[config.mk]
export PLATFORM = sky130hd
export DESIGN_NAME = usst_status
export DESIGN_NICKNAME = d
export VERILOG_FILES = /design/src/usst_pkg.sv /design/src/usst_sync2.sv /design/src/usst_status.sv
export SDC_FILE = /design/constraint.sdc
export NUM_CORES = 1
export LEC_CHECK = 0
export ABC_AREA = 1
export BUFFER_PORTS_ARGS = -buffer_cell sky130_fd_sc_hd__buf_2
export CAP_MARGIN = 20
export CORE_ASPECT_RATIO = 0.7
export CORE_UTILIZATION = 30
export CTS_CLUSTER_DIAMETER = 200
export CTS_CLUSTER_SIZE = 20
export DETAILED_ROUTE_END_ITERATION = 10
export PLACE_DENSITY = 0.62
export SETUP_SLACK_MARGIN = 0.5
export SKIP_LAST_GASP = 1
export SYNTH_ARGS = -nofsm -noshare
export SYNTH_HDL_FRONTEND = slang
export SYNTH_HIERARCHICAL = 1
export SYNTH_SLANG_ARGS = --single-unit
export TNS_END_PERCENT = 100
[constraint.sdc]
create_clock -name sys_clk_in -period 0.85 [get_ports sys_clk_in]
set_input_delay 0.0425 -clock sys_clk_in [delete_from_list [all_inputs] [get_ports sys_clk_in]]
set_output_delay 0.0425 -clock sys_clk_in [all_outputs]
set_load 0.05 [all_outputs]
[src/usst_pkg.sv]
package usst_pkg;
   localparam int          USST_W          = 8;
   localparam int          USST_TRANSMIT_READY_POS  = 0;
   localparam int          USST_RECEIVE_READY_POS  = 1;
   localparam int          USST_TXEMT_POS  = 2;
   localparam int          USST_PAR_POS    = 3;
   localparam int          USST_OVR_POS    = 4;
   localparam int          USST_FRM_POS    = 5;
   localparam int          USST_DCD_POS    = 6;
   localparam int          USST_DSR_POS    = 7;
   localparam logic [7:0]  USST_SR_RESET   = 8'h00;
   localparam logic [1:0]  USST_STOP_1     = 2'h1;
   localparam logic [1:0]  USST_STOP_1P5   = 2'h2;
   localparam logic [1:0]  USST_STOP_2     = 2'h3;
endpackage

[src/usst_sync2.sv]
module usst_sync2
   import usst_pkg::*;
#(
   parameter int W = 2
) (
   input  wire logic         sys_clk_in,
   input  wire logic         rst_n_in,
   input  wire logic [W-1:0] d_in,
   output logic      [W-1:0] q_out
);
   logic [W-1:0] meta_q;
   always_ff @(posedge sys_clk_in or negedge rst_n_in) begin
      if (!rst_n_in) begin
         meta_q <= '1;
         q_out  <= '1;
      end else begin
         meta_q <= d_in;
         q_out  <= meta_q;
      end
   end
endmodule

[src/usst_status.sv]
// Operation
// - overrun on load while holding unread
// - overrun cleared by disable or reset-error
// - async framing error on bad stop
// - 1.5 stop: check first stop only
// - framing error plus zero char: break
// - non-transparent sync sets sync flag
// - transparent: initial sync, then escape-sync
// - sync flag clears: disable, async reset, sync read
// - carrier and set-ready read inverted
// - parity flag set, cleared like overrun
// - receive ready set on load, cleared on read
// - transmit ready while holding register free and transmit enabled
// - modem change cleared by status read
module usst_status
   import usst_pkg::*;
(
   input  wire logic              sys_clk_in,
   input  wire logic              rst_n_in,
   input  wire logic              sync_mode_in,
   input  wire logic              transparent_select_in,
   input  wire logic              parity_enable_bit_in,
   input  wire logic [1:0]        stop_bits_in,
   input  wire logic              rx_enable_in,
   input  wire logic              tx_enable_in,
   input  wire logic              clear_errors_command_in,
   input  wire logic              rx_load_in,
   input  wire logic [USST_W-1:0] rx_char_in,
   input  wire logic              rx_stop1_ok_in,
   input  wire logic              rx_stop2_ok_in,
   input  wire logic              rx_parity_err_in,
   input  wire logic              rx_sync_detect_in,
   input  wire logic              rx_escape_sync_in,
   input  wire logic              rx_escape_in,
   input  wire logic              rhr_read_in,
   input  wire logic              sr_read_in,
   input  wire logic              thr_load_in,
   input  wire logic              thr_xfer_in,
   input  wire logic              tsr_done_in,
   input  wire logic              dcd_n_in,
   input  wire logic              dsr_n_in,
   output logic [USST_W-1:0]      line_and_modem_status_out,
   output logic                   break_detect_out
);
   ////////////////////////////////////////////////////////////////////////
   // reset release and modem sync
   logic       rst_s1_q;
   logic       rst_s2_q;
   logic [1:0] modem_s;
   logic [1:0] modem_prev_q;
   always_ff @(posedge sys_clk_in or negedge rst_n_in) begin
      if (!rst_n_in) begin
         rst_s1_q <= 1'b0;
         rst_s2_q <= 1'b0;
      end else begin
         rst_s1_q <= 1'b1;
         rst_s2_q <= rst_s1_q;
      end
   end
   wire rst_n = rst_s2_q;

   usst_sync2 #(.W(2)) u_modem_sync (
      .sys_clk_in (sys_clk_in),
      .rst_n_in   (rst_n),
      .d_in       ({dsr_n_in, dcd_n_in}),
      .q_out      (modem_s)
   );

   ////////////////////////////////////////////////////////////////////////
   // decode of events
   logic              transmit_ready_q;
   logic              receive_ready_q;
   logic              tx_empty_q;
   logic              modem_change_q;
   logic              parity_or_escape_flag_q;
   logic              overrun_flag_q;
   logic              framing_or_sync_flag_q;
   logic              synced_q;
   logic [USST_W-1:0] receive_holding_register_q;
   logic              transmit_ready_d;
   logic              receive_ready_d;
   logic              tx_empty_d;
   logic              modem_change_d;
   logic              parity_d;
   logic              overrun_d;
   logic              framing_d;
   logic              synced_d;
   logic              break_d;
   logic [USST_W-1:0] receive_holding_register_d;
   logic [USST_W-1:0] status_d;

   // flag update, set wins over clear
   function automatic logic flag_next(input logic set, input logic clr, input logic cur);
      if (set) begin
         return 1'b1;
      end else if (clr) begin
         return 1'b0;
      end
      return cur;
   endfunction

   wire rx_off       = !rx_enable_in;
   wire err_clr      = clear_errors_command_in;
   wire async_rx     = rx_load_in && !sync_mode_in;
   wire stop_bad     = !rx_stop1_ok_in || ((stop_bits_in == USST_STOP_2) && !rx_stop2_ok_in);
   wire frame_evt    = async_rx && stop_bad;
   wire first_sync   = sync_mode_in && rx_sync_detect_in && (!transparent_select_in || !synced_q);
   wire escape_sync  = sync_mode_in && transparent_select_in && synced_q && rx_escape_sync_in;
   wire sync_evt     = first_sync || escape_sync;
   wire parity_evt   = rx_load_in && parity_enable_bit_in && rx_parity_err_in;
   wire escape_evt   = rx_load_in && sync_mode_in && transparent_select_in && !parity_enable_bit_in
                       && rx_escape_in;
   wire par_evt      = parity_evt || escape_evt;
   wire ovr_evt      = rx_load_in && receive_ready_q && !rhr_read_in;
   wire err_flag_clr = rx_off || err_clr;
   wire frm_clr      = rx_off || (!sync_mode_in && err_clr) || (sync_mode_in && sr_read_in);
   wire modem_edge   = (modem_s != modem_prev_q) && (tx_enable_in || rx_enable_in);
   wire rhr_zero     = (receive_holding_register_d == '0);

   ////////////////////////////////////////////////////////////////////////
   // next values
   assign overrun_d                  = flag_next(ovr_evt, err_flag_clr, overrun_flag_q);
   assign parity_d                   = flag_next(par_evt, err_flag_clr, parity_or_escape_flag_q);
   assign framing_d                  = flag_next(frame_evt || sync_evt, frm_clr, framing_or_sync_flag_q);
   assign synced_d                   = rx_off ? 1'b0 : (synced_q || (sync_mode_in && rx_sync_detect_in));
   assign receive_ready_d            = flag_next(rx_load_in, rhr_read_in || rx_off, receive_ready_q);
   assign receive_holding_register_d = rx_load_in ? rx_char_in : receive_holding_register_q;
   assign transmit_ready_d           = thr_load_in ? 1'b0 : (thr_xfer_in || transmit_ready_q);
   assign tx_empty_d                 = thr_load_in ? 1'b0 : (tsr_done_in || tx_empty_q);
   assign modem_change_d             = flag_next(modem_edge, sr_read_in, modem_change_q);
   assign break_d                    = framing_d && rhr_zero && !sync_mode_in;

   assign status_d[USST_TRANSMIT_READY_POS]   = transmit_ready_d && tx_enable_in;
   assign status_d[USST_RECEIVE_READY_POS]   = receive_ready_d;
   assign status_d[USST_TXEMT_POS]   = tx_empty_d || modem_change_d;
   assign status_d[USST_PAR_POS]     = parity_d;
   assign status_d[USST_OVR_POS]     = overrun_d;
   assign status_d[USST_FRM_POS]     = framing_d;
   assign status_d[USST_DCD_POS]     = ~modem_s[0];
   assign status_d[USST_DSR_POS]     = ~modem_s[1];

   ////////////////////////////////////////////////////////////////////////
   // transmit side registers
   always_ff @(posedge sys_clk_in or negedge rst_n) begin
      if (!rst_n) begin
         transmit_ready_q <= 1'b1;
      end else begin
         transmit_ready_q <= transmit_ready_d;
      end
   end

   always_ff @(posedge sys_clk_in or negedge rst_n) begin
      if (!rst_n) begin
         tx_empty_q <= 1'b0;
      end else begin
         tx_empty_q <= tx_empty_d;
      end
   end

   ////////////////////////////////////////////////////////////////////////
   // receive side registers
   always_ff @(posedge sys_clk_in or negedge rst_n) begin
      if (!rst_n) begin
         receive_ready_q <= 1'b0;
      end else begin
         receive_ready_q <= receive_ready_d;
      end
   end

   always_ff @(posedge sys_clk_in or negedge rst_n) begin
      if (!rst_n) begin
         receive_holding_register_q <= 8'h00;
      end else begin
         receive_holding_register_q <= receive_holding_register_d;
      end
   end

   always_ff @(posedge sys_clk_in or negedge rst_n) begin
      if (!rst_n) begin
         synced_q <= 1'b0;
      end else begin
         synced_q <= synced_d;
      end
   end

   ////////////////////////////////////////////////////////////////////////
   // error flags
   always_ff @(posedge sys_clk_in or negedge rst_n) begin
      if (!rst_n) begin
         overrun_flag_q <= 1'b0;
      end else begin
         overrun_flag_q <= overrun_d;
      end
   end

   always_ff @(posedge sys_clk_in or negedge rst_n) begin
      if (!rst_n) begin
         parity_or_escape_flag_q <= 1'b0;
      end else begin
         parity_or_escape_flag_q <= parity_d;
      end
   end

   always_ff @(posedge sys_clk_in or negedge rst_n) begin
      if (!rst_n) begin
         framing_or_sync_flag_q <= 1'b0;
      end else begin
         framing_or_sync_flag_q <= framing_d;
      end
   end

   ////////////////////////////////////////////////////////////////////////
   // modem change tracking
   always_ff @(posedge sys_clk_in or negedge rst_n) begin
      if (!rst_n) begin
         modem_change_q <= 1'b0;
         modem_prev_q   <= 2'h3;
      end else begin
         modem_change_q <= modem_change_d;
         modem_prev_q   <= modem_s;
      end
   end

   ////////////////////////////////////////////////////////////////////////
   // registered outputs
   always_ff @(posedge sys_clk_in or negedge rst_n) begin
      if (!rst_n) begin
         line_and_modem_status_out <= USST_SR_RESET;
         break_detect_out          <= 1'b0;
      end else begin
         line_and_modem_status_out <= status_d;
         break_detect_out          <= break_d;
      end
   end
endmodule

### After elaboration in Yosys (flattened, before gate mapping)

Index checks and enable logic that the tools add are counted.

* register bits after elaboration: 33
* bits in latches: 0
* RAM bits: 0
* memory bits (read-only): 0
* input bits: 32
* output and inout port bits: 9
* logic and storage cells: 92
* memories: 0

* add/subtract/negate cells: 0
* multipliers: 0
* div/mod/pow operators: 0
* magnitude comparators: 0
* equal/unequal tests: 2
* shift-type cells: 0
* multiplexer cells: 27
* bitwise operators: 2
* reduce and logical (&&, ||, !) cells: 45

Operators with widths (number)
* 2-to-1 mux 1 bit: 26
* logical AND 1 bit: 22
* logical OR 1 bit: 14
* zero test 1 bit: 8
* zero test 8 bit: 1
* 2-to-1 mux 8 bit: 1
* equality test 2 bit, second input constant: 1
* != test 2 bit: 1
* inverter 1 bit: 2

### Depth between registers and ports, before layout

Gate-level depths: netlist of run 1.

* depth after elaboration: 9
* mapped depth: 8

### Hierarchy

Netlist of run 1, hierarchy kept.

Modules (own cells, without submodules)
* usst_status: times used 1, cells each 123, area an instance 1122.3 µm²
* usst_sync2: times used 1, cells each 4, area an instance 105.1 µm²

### Least setup slack after synthesis of run 1

No wires, ideal clock.

* path type: register to register
* start: register u_modem_sync.q_out[1]
* end: register line_and_modem_status_out[2]
* library setup time: 0.128 ns
* arrival: 0.848 ns
* setup slack: -0.127 ns
* stages on the path, launching flop included: 5
* path buffers: 0
* clock period less this slack: 0.977 ns
* cell sequence: dfstp_2 -> xnor2_1 -> nand2_1 -> o21ai_1 -> nand3b_1

* cells in the longest elaborated chain, start to end: 5
* elaborated cells between the ends (all ways): 6
* those cells by class: eq/ne: 1; mux: 3; reduce/logical: 2

RTL lines
* from (decl): line usst_sync2.sv:9 `output logic [W-1:0] q_out`
* from (signal assigned): line usst_sync2.sv:18 `q_out <= meta_q;`
* != test 2 bit *: line usst_status.sv:117 `wire modem_edge = (modem_s != modem_prev_q) && (tx_enable_in || rx_enable_in);`
* logical AND 1 bit *: line usst_status.sv:117
* 2-to-1 mux 1 bit: line usst_status.sv:94 `if (set) begin`
* 2-to-1 mux 1 bit *: line usst_status.sv:99 `return cur;`
* logical OR 1 bit *: line usst_status.sv:135 `assign status_d[USST_TXEMT_POS] = tx_empty_d || modem_change_d;`
* net status_d[2]: line usst_status.sv:90 `logic [USST_W-1:0] status_d;`
* to (signal assigned): line usst_status.sv:231 `line_and_modem_status_out <= status_d;`
* to (decl): line usst_status.sv:42 `output logic [USST_W-1:0] line_and_modem_status_out,`

Mark *: on every way through the listed nets, which the timed path passes. The rest lies on a longest branch.

### Worst setup path after layout of run 1

Ends and elaborated chain as after synthesis.

==> impl_metrics.ini, run 1 <==
[detailed_routing]
post_drt_via_cell_ratio = 3.971
dr.pass1.iters = 4
routed_wirelength_um = 2535
initialDrtViolationCount = 27
drc = 0
drtAntennaViolNets = 0
wire_per_inst_um = 10.52
count_of_vias_placed_by_the_detailed_router = 957

[worst_setup_path]
crit-reg2reg-capture = line_and_modem_status_out[2]
worst_r2r_path_depth = 4
category_of_the_worst_setup_path_launch_point = flip-flop
path_depth = 4
critPathSlowestCell = dfstp_2
critPathCapture = line_and_modem_status_out[2]
cp.buffers_inverters = 0
setup_slack_of_the_most_critical_reg_to_reg_path_ns = -0.17
path_class = reg -> reg
r2r_startpoint = u_modem_sync/q_out[1]
crit_family = flip-flops
sequence_of_cells_on_the_critical_path = xnor2_2 -> nand2_1 -> o21ai_2 -> nand3b_1
worst_ep_arrival_time_ns = 1.17
timing.critical_path.slowest_cell_delay_ns = 0.55
worst-path-max-fanout = 2
crit_path_end_kind = flip-flop
timing.critical_path.from = u_modem_sync/q_out[1]
critical_path_required_ns = 1.00

[logic_synthesis]
ys_types = 22
yosys_top_cell_area_share_pct = 44.85
yosys_register_bits = 29
synth.mux.area_fraction_pct = 0
dominantRegCellSynth = dfrtp_1
syn_area_per_cell_um2 = 9.665
ys_seq_area_share_pct = 59.84
post_synth_main_area_contributors = dfrtp_1 (45%), dfstp_2 (15%), inv_1 (8.3%), nand2_1 (6.7%), nand2_2 (3.6%)
combinational_family_with_the_most_area_after_synthesis = simple AND/OR/NAND/NOR gates
synth_edf_count = 0
synth_fp_nets = 159
synthAdderAreaFrac_pct = 0
postSynth.asyncResetShare_pct = 100.0
synth_simple_gate_area_share_pct = 20.69
synth_cells = 127
synth_area_um2 = 1227
synth-compound-area-share_pct = 4.485
post_synth_xor_area_fraction_pct = 1.427
yosysWarnings = 6
yosys.area.top_type = dfrtp_1

[power]
leakage_power_figure_nw = 0.9657
total_power_per_unit_cell_area_nw_per_um2 = 1750
worst_vdd_rail_ir_drop_mv = 1.141
finalPower_mw = 3.312

[final_layout]
layout.cells.non_filler = 241
area_growth_syn_to_layout_pct = 54.23
multi_input_area_um2 = 385.4
nets = 220
fill_cell_instance_count_of_the_final_layout = 380
layout-drive-gt1-share_pct = 53.97
antennaDiodeCount = 0
seq_area_um2 = 743.2

[timing]
slew_viol_final = 0
rsz0062_at_grt = yes
timing.hold.ws_ns = -0.1319
fmax_mhz = 982.1
period_minus_slack_ns = 1.018
final.setup.worst_slack_ns = -0.1682
period_share_pct = 119.8
hold_viol_final = 6
setup_viol = 11
clock-skew-final_ns = 0.008576

[die]
die_area_um2 = 4355
placementRows = 19
die_height_um = 55.52
die_x_um = 78.45
floorplan.initialDensity_pct = 31.29
io-pin-count = 41
core_area_um2 = 3923

[placement]
place_hpwl_um = 1729
globalplace.congestion = 0.7726
count_of_placed_standard_cells_including_taps = 223
port_buffers = 40

[run_status]
violations = negative hold slack, negative setup slack
status = complete, but fails checks

[clock_network]
tritoncts_clock_tree = done
numCtsBuffers = 5
clock_tree.htree_level_count = 2
clock_insertion_delay_worst_skew_ns = 0.27
cts_max_path_buffers = 2
postCtsHoldBufs = 1
path_clk_slew_ns = 0.06
clk_root_buffer_cell = clkbuf_8
tritoncts_num_sinks = 29

[global_routing]
grt.overflow.total = 0
grt_pass1_wl_um = 4305
aggregate_global_route_resource_usage_pct = 13.34
maximum_number_of_pins_on_one_net_before_global_route_repair = 16
antenna_found_initial = 0
vias_in_the_first_global_route = 968

[flow_run]
maxCapViolations = 0

[worst_hold_path]
hold_path_class = in -> reg
min_path_cells = 1
-- state kept, by name, summed over array words and instances (netlist names) --
register,flops
rst_n,1
tx_empty_q,1
modem_prev_q,2
break_detect_out,1
u_modem_sync/meta_q,2
receive_holding_register_q,8
transmit_ready_q,1
u_modem_sync/q_out,2
line_and_modem_status_out,8
modem_change_q,1
rst_s1_q,1
synced_q,1
-- cell usage in the layout, fill, tap and decap left out, drive strengths merged, types with 2 or more instances in the layout --
cell,n
buf,58
nand2,29
inv,27
dfrtp,22
nor2,10
clkbuf,8
nand3,8
dfstp,7
o21ai,6
nand3b,3
a21oi,2
xnor2,2
-- logic make-up after synthesis --
| logic type | count (synthesis) |
|---|---|
| AND/OR/NAND/NOR | 53 |
| buffers and inverters | 33 |
| flip-flops | 29 |
| AO/OA/AOI/OAI | 9 |
| XOR/XNOR | 2 |
| other | 1 |
-- area by class of cell --
cell class | count | area share (%)
sequential | 29 | 39.26
tap | 52 | 3.437
inverter | 27 | 5.354
timing repair buffer | 60 | 26.64
clock inverter | 1 | 0.3966
multi-input combinational | 65 | 20.36
clock buffer | 7 | 4.560
-- synth_stat cells, types with 3 or more instances --
| cell | count |
|---|---|
| dfstp_2 | 7 |
| nor2_1 | 9 |
| o21ai_1 | 4 |
| inv_1 | 27 |
| nand3b_1 | 3 |
| buf_4 | 4 |
| dfrtp_1 | 22 |
| nand2_1 | 22 |
| nand2_2 | 7 |
| nand3_1 | 7 |
-- what timing repair did --
item,4_1_cts,5_1_grt
gates resized for setup,31,8
endpoints found under the hold margin,8,4
setup endpoints to repair,62,62
gates cloned,2,0
setup buffers,5,2
pin swaps,6,7
-- report_power, final --
part / internal, mW / leakage, nW / total, mW / switching (mW)
clock network: 0.656 / 0.0445 / 1.15 / 0.489
logic: 0.302 / 0.594 / 0.622 / 0.320
registers: 1.49 / 0.327 / 1.54 / 0.0515
-- metrics by stage --
step / setup TNS (ns) / instance area [um^2] / worst slack (ns) / hold WS, ns / utilization (%)
final: -0.6908 / 1893 / -0.1682 / -0.1319 / 48.26
after floorplan: -0.2258 / 1267 / -0.1267 / -0.2531 / -
after CTS: -0.6912 / 1851 / -0.1685 / -0.1382 / 47.18
after global routing: -1.329 / 1893 / -0.2722 / -0.1428 / 48.26
after global placement: -0.4980 / 1523 / -0.1486 / -0.1702 / 38.82
after detailed placement: -0.6177 / 1523 / -0.1778 / -0.1715 / 38.82
-- metal layers --
layer	routed length, um	global-route usage [%]	vias to the layer above
met5	0	0	-
met4	0	1.587	0
met3	150	6.116	0
met2	1136	19.92	26
met1	1248	18.26	437
li1	-	-	494
-- worst min path at each step --
stage                                   endpoint      from  slack (ns)
after floorplan                         rst_s1_q  rst_n_in       -0.25
after global routing      u_modem_sync/meta_q[0]  dcd_n_in       -0.14
final                     u_modem_sync/meta_q[1]  dsr_n_in       -0.13
after CTS                 u_modem_sync/meta_q[0]  dcd_n_in       -0.14
after global placement                  rst_s1_q  rst_n_in       -0.17
after detailed placement                rst_s1_q  rst_n_in       -0.17
No activity file was read; power rests on OpenSTA's default activity.
==> inputs of run 2 (changes only) <==
--- a/config.mk
+++ b/config.mk
@@ -9,11 +9,13 @@
 export BUFFER_PORTS_ARGS = -buffer_cell sky130_fd_sc_hd__buf_2
 export CAP_MARGIN = 20
 export CORE_ASPECT_RATIO = 0.7
+export CORE_MARGIN = 2
 export CORE_UTILIZATION = 30
 export CTS_CLUSTER_DIAMETER = 200
 export CTS_CLUSTER_SIZE = 20
 export DETAILED_ROUTE_END_ITERATION = 10
 export PLACE_DENSITY = 0.62
+export RECOVER_POWER = 25
 export SETUP_SLACK_MARGIN = 0.5
 export SKIP_LAST_GASP = 1
 export SYNTH_ARGS = -nofsm -noshare
==> run 2 against run 1 <==
- the flow still finishes with violations (negative hold slack, negative setup slack)
- non-clock buffer count decreased by 2
- clock-buffer cell count decreased by 1
- setup slack improved by 0.017 ns
- wire length down 5.6%
- flip-flop and latch count stayed put
- clock skew shrank 0.0043 ns
- core utilization shrank 1.9 points
- global-route usage is 1.3 points lower
- sequential power about the same
- critical path type unchanged
==> impl_metrics.ini, run 2 (synthesis gave the netlist of run 1 again) <==
[die]
floorplan.initialDensity_pct = 31.29
die_height_um = 57.52
placementRows = 19
io-pin-count = 41
die_area_um2 = 4627
core_area_um2 = 3923
die_x_um = 80.45

[clock_network]
numCtsBuffers = 5
path_clk_slew_ns = 0.06
postCtsHoldBufs = 1
clk_root_buffer_cell = clkbuf_8
tritoncts_num_sinks = 29
clock_insertion_delay_worst_skew_ns = 0.27
cts_max_path_buffers = 2
clock_tree.htree_level_count = 2
tritoncts_clock_tree = done

[global_routing]
globalRoute.busiestLayer = met2
fraction_of_met3_tracks_used_by_global_routing_pct = 4.272
aggregate_global_route_resource_usage_pct = 12.00
grt.overflow.total = 0
gr-usage-met2_pct = 17.26
grt_pass1_wl_um = 4050
antenna_found_initial = 0
grtUsageMet1_pct = 16.43
vias_in_the_first_global_route = 945
maximum_number_of_pins_on_one_net_before_global_route_repair = 16

[timing]
finalSetupTns_ns = -0.5509
period_minus_slack_ns = 1.001
setup_viol = 13
hold_viol_final = 6
slew_viol_final = 0
timing.hold.ws_ns = -0.1352
fmax_mhz = 999.0
period_share_pct = 117.8
clock-skew-final_ns = 0.004311
rsz0062_at_grt = yes
final.setup.worst_slack_ns = -0.1510

[detailed_routing]
dr.pass1.iters = 4
drc = 0
routed_wirelength_um = 2392
initialDrtViolationCount = 46
drtAntennaViolNets = 0
post_drt_via_cell_ratio = 3.967
wire_per_inst_um = 10.01
count_of_vias_placed_by_the_detailed_router = 948

[run_status]
status = complete, but fails checks
violations = negative hold slack, negative setup slack

[worst_setup_path]
timing.critical_path.slowest_cell_delay_ns = 0.55
worst-path-max-fanout = 2
sequence_of_cells_on_the_critical_path = xnor2_2 -> nand2_1 -> o21ai_2 -> nand3b_1
category_of_the_worst_setup_path_launch_point = flip-flop
critPathSlowestCell = dfstp_2
worst_ep_arrival_time_ns = 1.15
crit_path_end_kind = flip-flop
path_class = reg -> reg
critical_path_required_ns = 1.00
worst_r2r_path_depth = 4

[power]
share_comb_of_total_power_pct = 18.5
worst_vdd_rail_ir_drop_mv = 0.9023
power.sequential.fraction_pct = 48.4
pwr-share-clk_pct = 33.1
power_report.internal_total_mw = 2.329
total_power_per_unit_cell_area_nw_per_um2 = 1750
netSwitchingFraction_pct = 26.83
leakage_power_figure_nw = 0.9300
power.switching_uw = 853.8

[final_layout]
summed_area_of_non_filler_cells_in_the_final_layout_um2 = 1818
layout.core_utilization_pct = 46.35
layout.cells.non_filler = 239
layout.cells.most_common_list = buf_2 (29), inv_1 (26), nand2_1 (21), dfrtp_1 (18), buf_6 (12)
reg_top3 = line_and_modem_status_out: 8 flops, receive_holding_register_q: 8 flops
layout-drive-gt1-share_pct = 52.41
antennaDiodeCount = 0
area_growth_syn_to_layout_pct = 48.11
leading_cell_type_in_the_layout_fill_and_taps_excluded = buf_2
nets = 218

[worst_hold_path]
hold_path_class = in -> reg
min_path_cells = 1

[placement]
globalplace.congestion = 0.7961
port_buffers = 40
count_of_placed_standard_cells_including_taps = 222
place_hpwl_um = 1724
placedInstanceArea_um2 = 1515

[flow_run]
maxCapViolations = 0
[run 2: layer usage]
metal  wire (um)  vias to the layer above
met3         133                        3
met4          16                        0
met5           0                        -
li1            -                      494
met2        1025                       27
met1        1216                      424
[run 2: final timing paths]
check,from,endpoint,slack [ns]
max in group asynchronous,rst_n,synced_q,0.14
hold reg to reg,rst_n,line_and_modem_status_out[7],0.33
hold / removal,dsr_n_in,u_modem_sync/meta_q[1],-0.14
setup / recovery,u_modem_sync/q_out[0],line_and_modem_status_out[2],-0.15
setup reg to reg,u_modem_sync/q_out[0],line_and_modem_status_out[2],-0.15
min in group asynchronous,rst_n_in,rst_s1_q,0.08
[run 2: worst max-delay path, delay by kind of cell, from the launching register on]
family | cells | cell delay, ns
compound gates | 1 | 0.07
xor+xnor | 1 | 0.10
flops | 1 | 0.55
simple gates | 2 | 0.16
[run 2: area by class of cell]
cell class                 count  area, um^2
clock buffer                   6       72.57
clock inverter                 2       10.01
fill                         389        2105
inverter                      27       101.3
multi-input combinational     65       401.6
sequential                    29       739.5
tap                           52       65.06
timing repair buffer          58       427.9
[run 2: timing repair]
action	CTS	global route
endpoints found under the hold margin	9	5
pin swaps	5	8
gates cloned	1	0
gates resized for setup	29	12
setup endpoints to repair	62	62
buffers inserted	5	2
[run 2: power by group through the flow]
stage,sequential (mW),clock (mW),combinational (mW)
final,1.54,1.05,0.588
after global routing,1.55,1.18,0.649
after CTS,1.54,1.11,0.575
after detailed placement,1.58,0,0.445
after global placement,1.57,0,0.441
after floorplan,1.61,0,0.272
[run 2: per-stage QoR]
| stage | worst slack, ns | power, mW |
|---|---|---|
| 2_1_floorplan | -0.1267 | 1.882 |
| 3_3_place_gp | -0.1456 | 2.015 |
| 3_5_place_dp | -0.1563 | 2.021 |
| 4_1_cts | -0.1725 | 3.231 |
| 5_1_grt | -0.2040 | 3.376 |
| 6_report | -0.1510 | 3.182 |
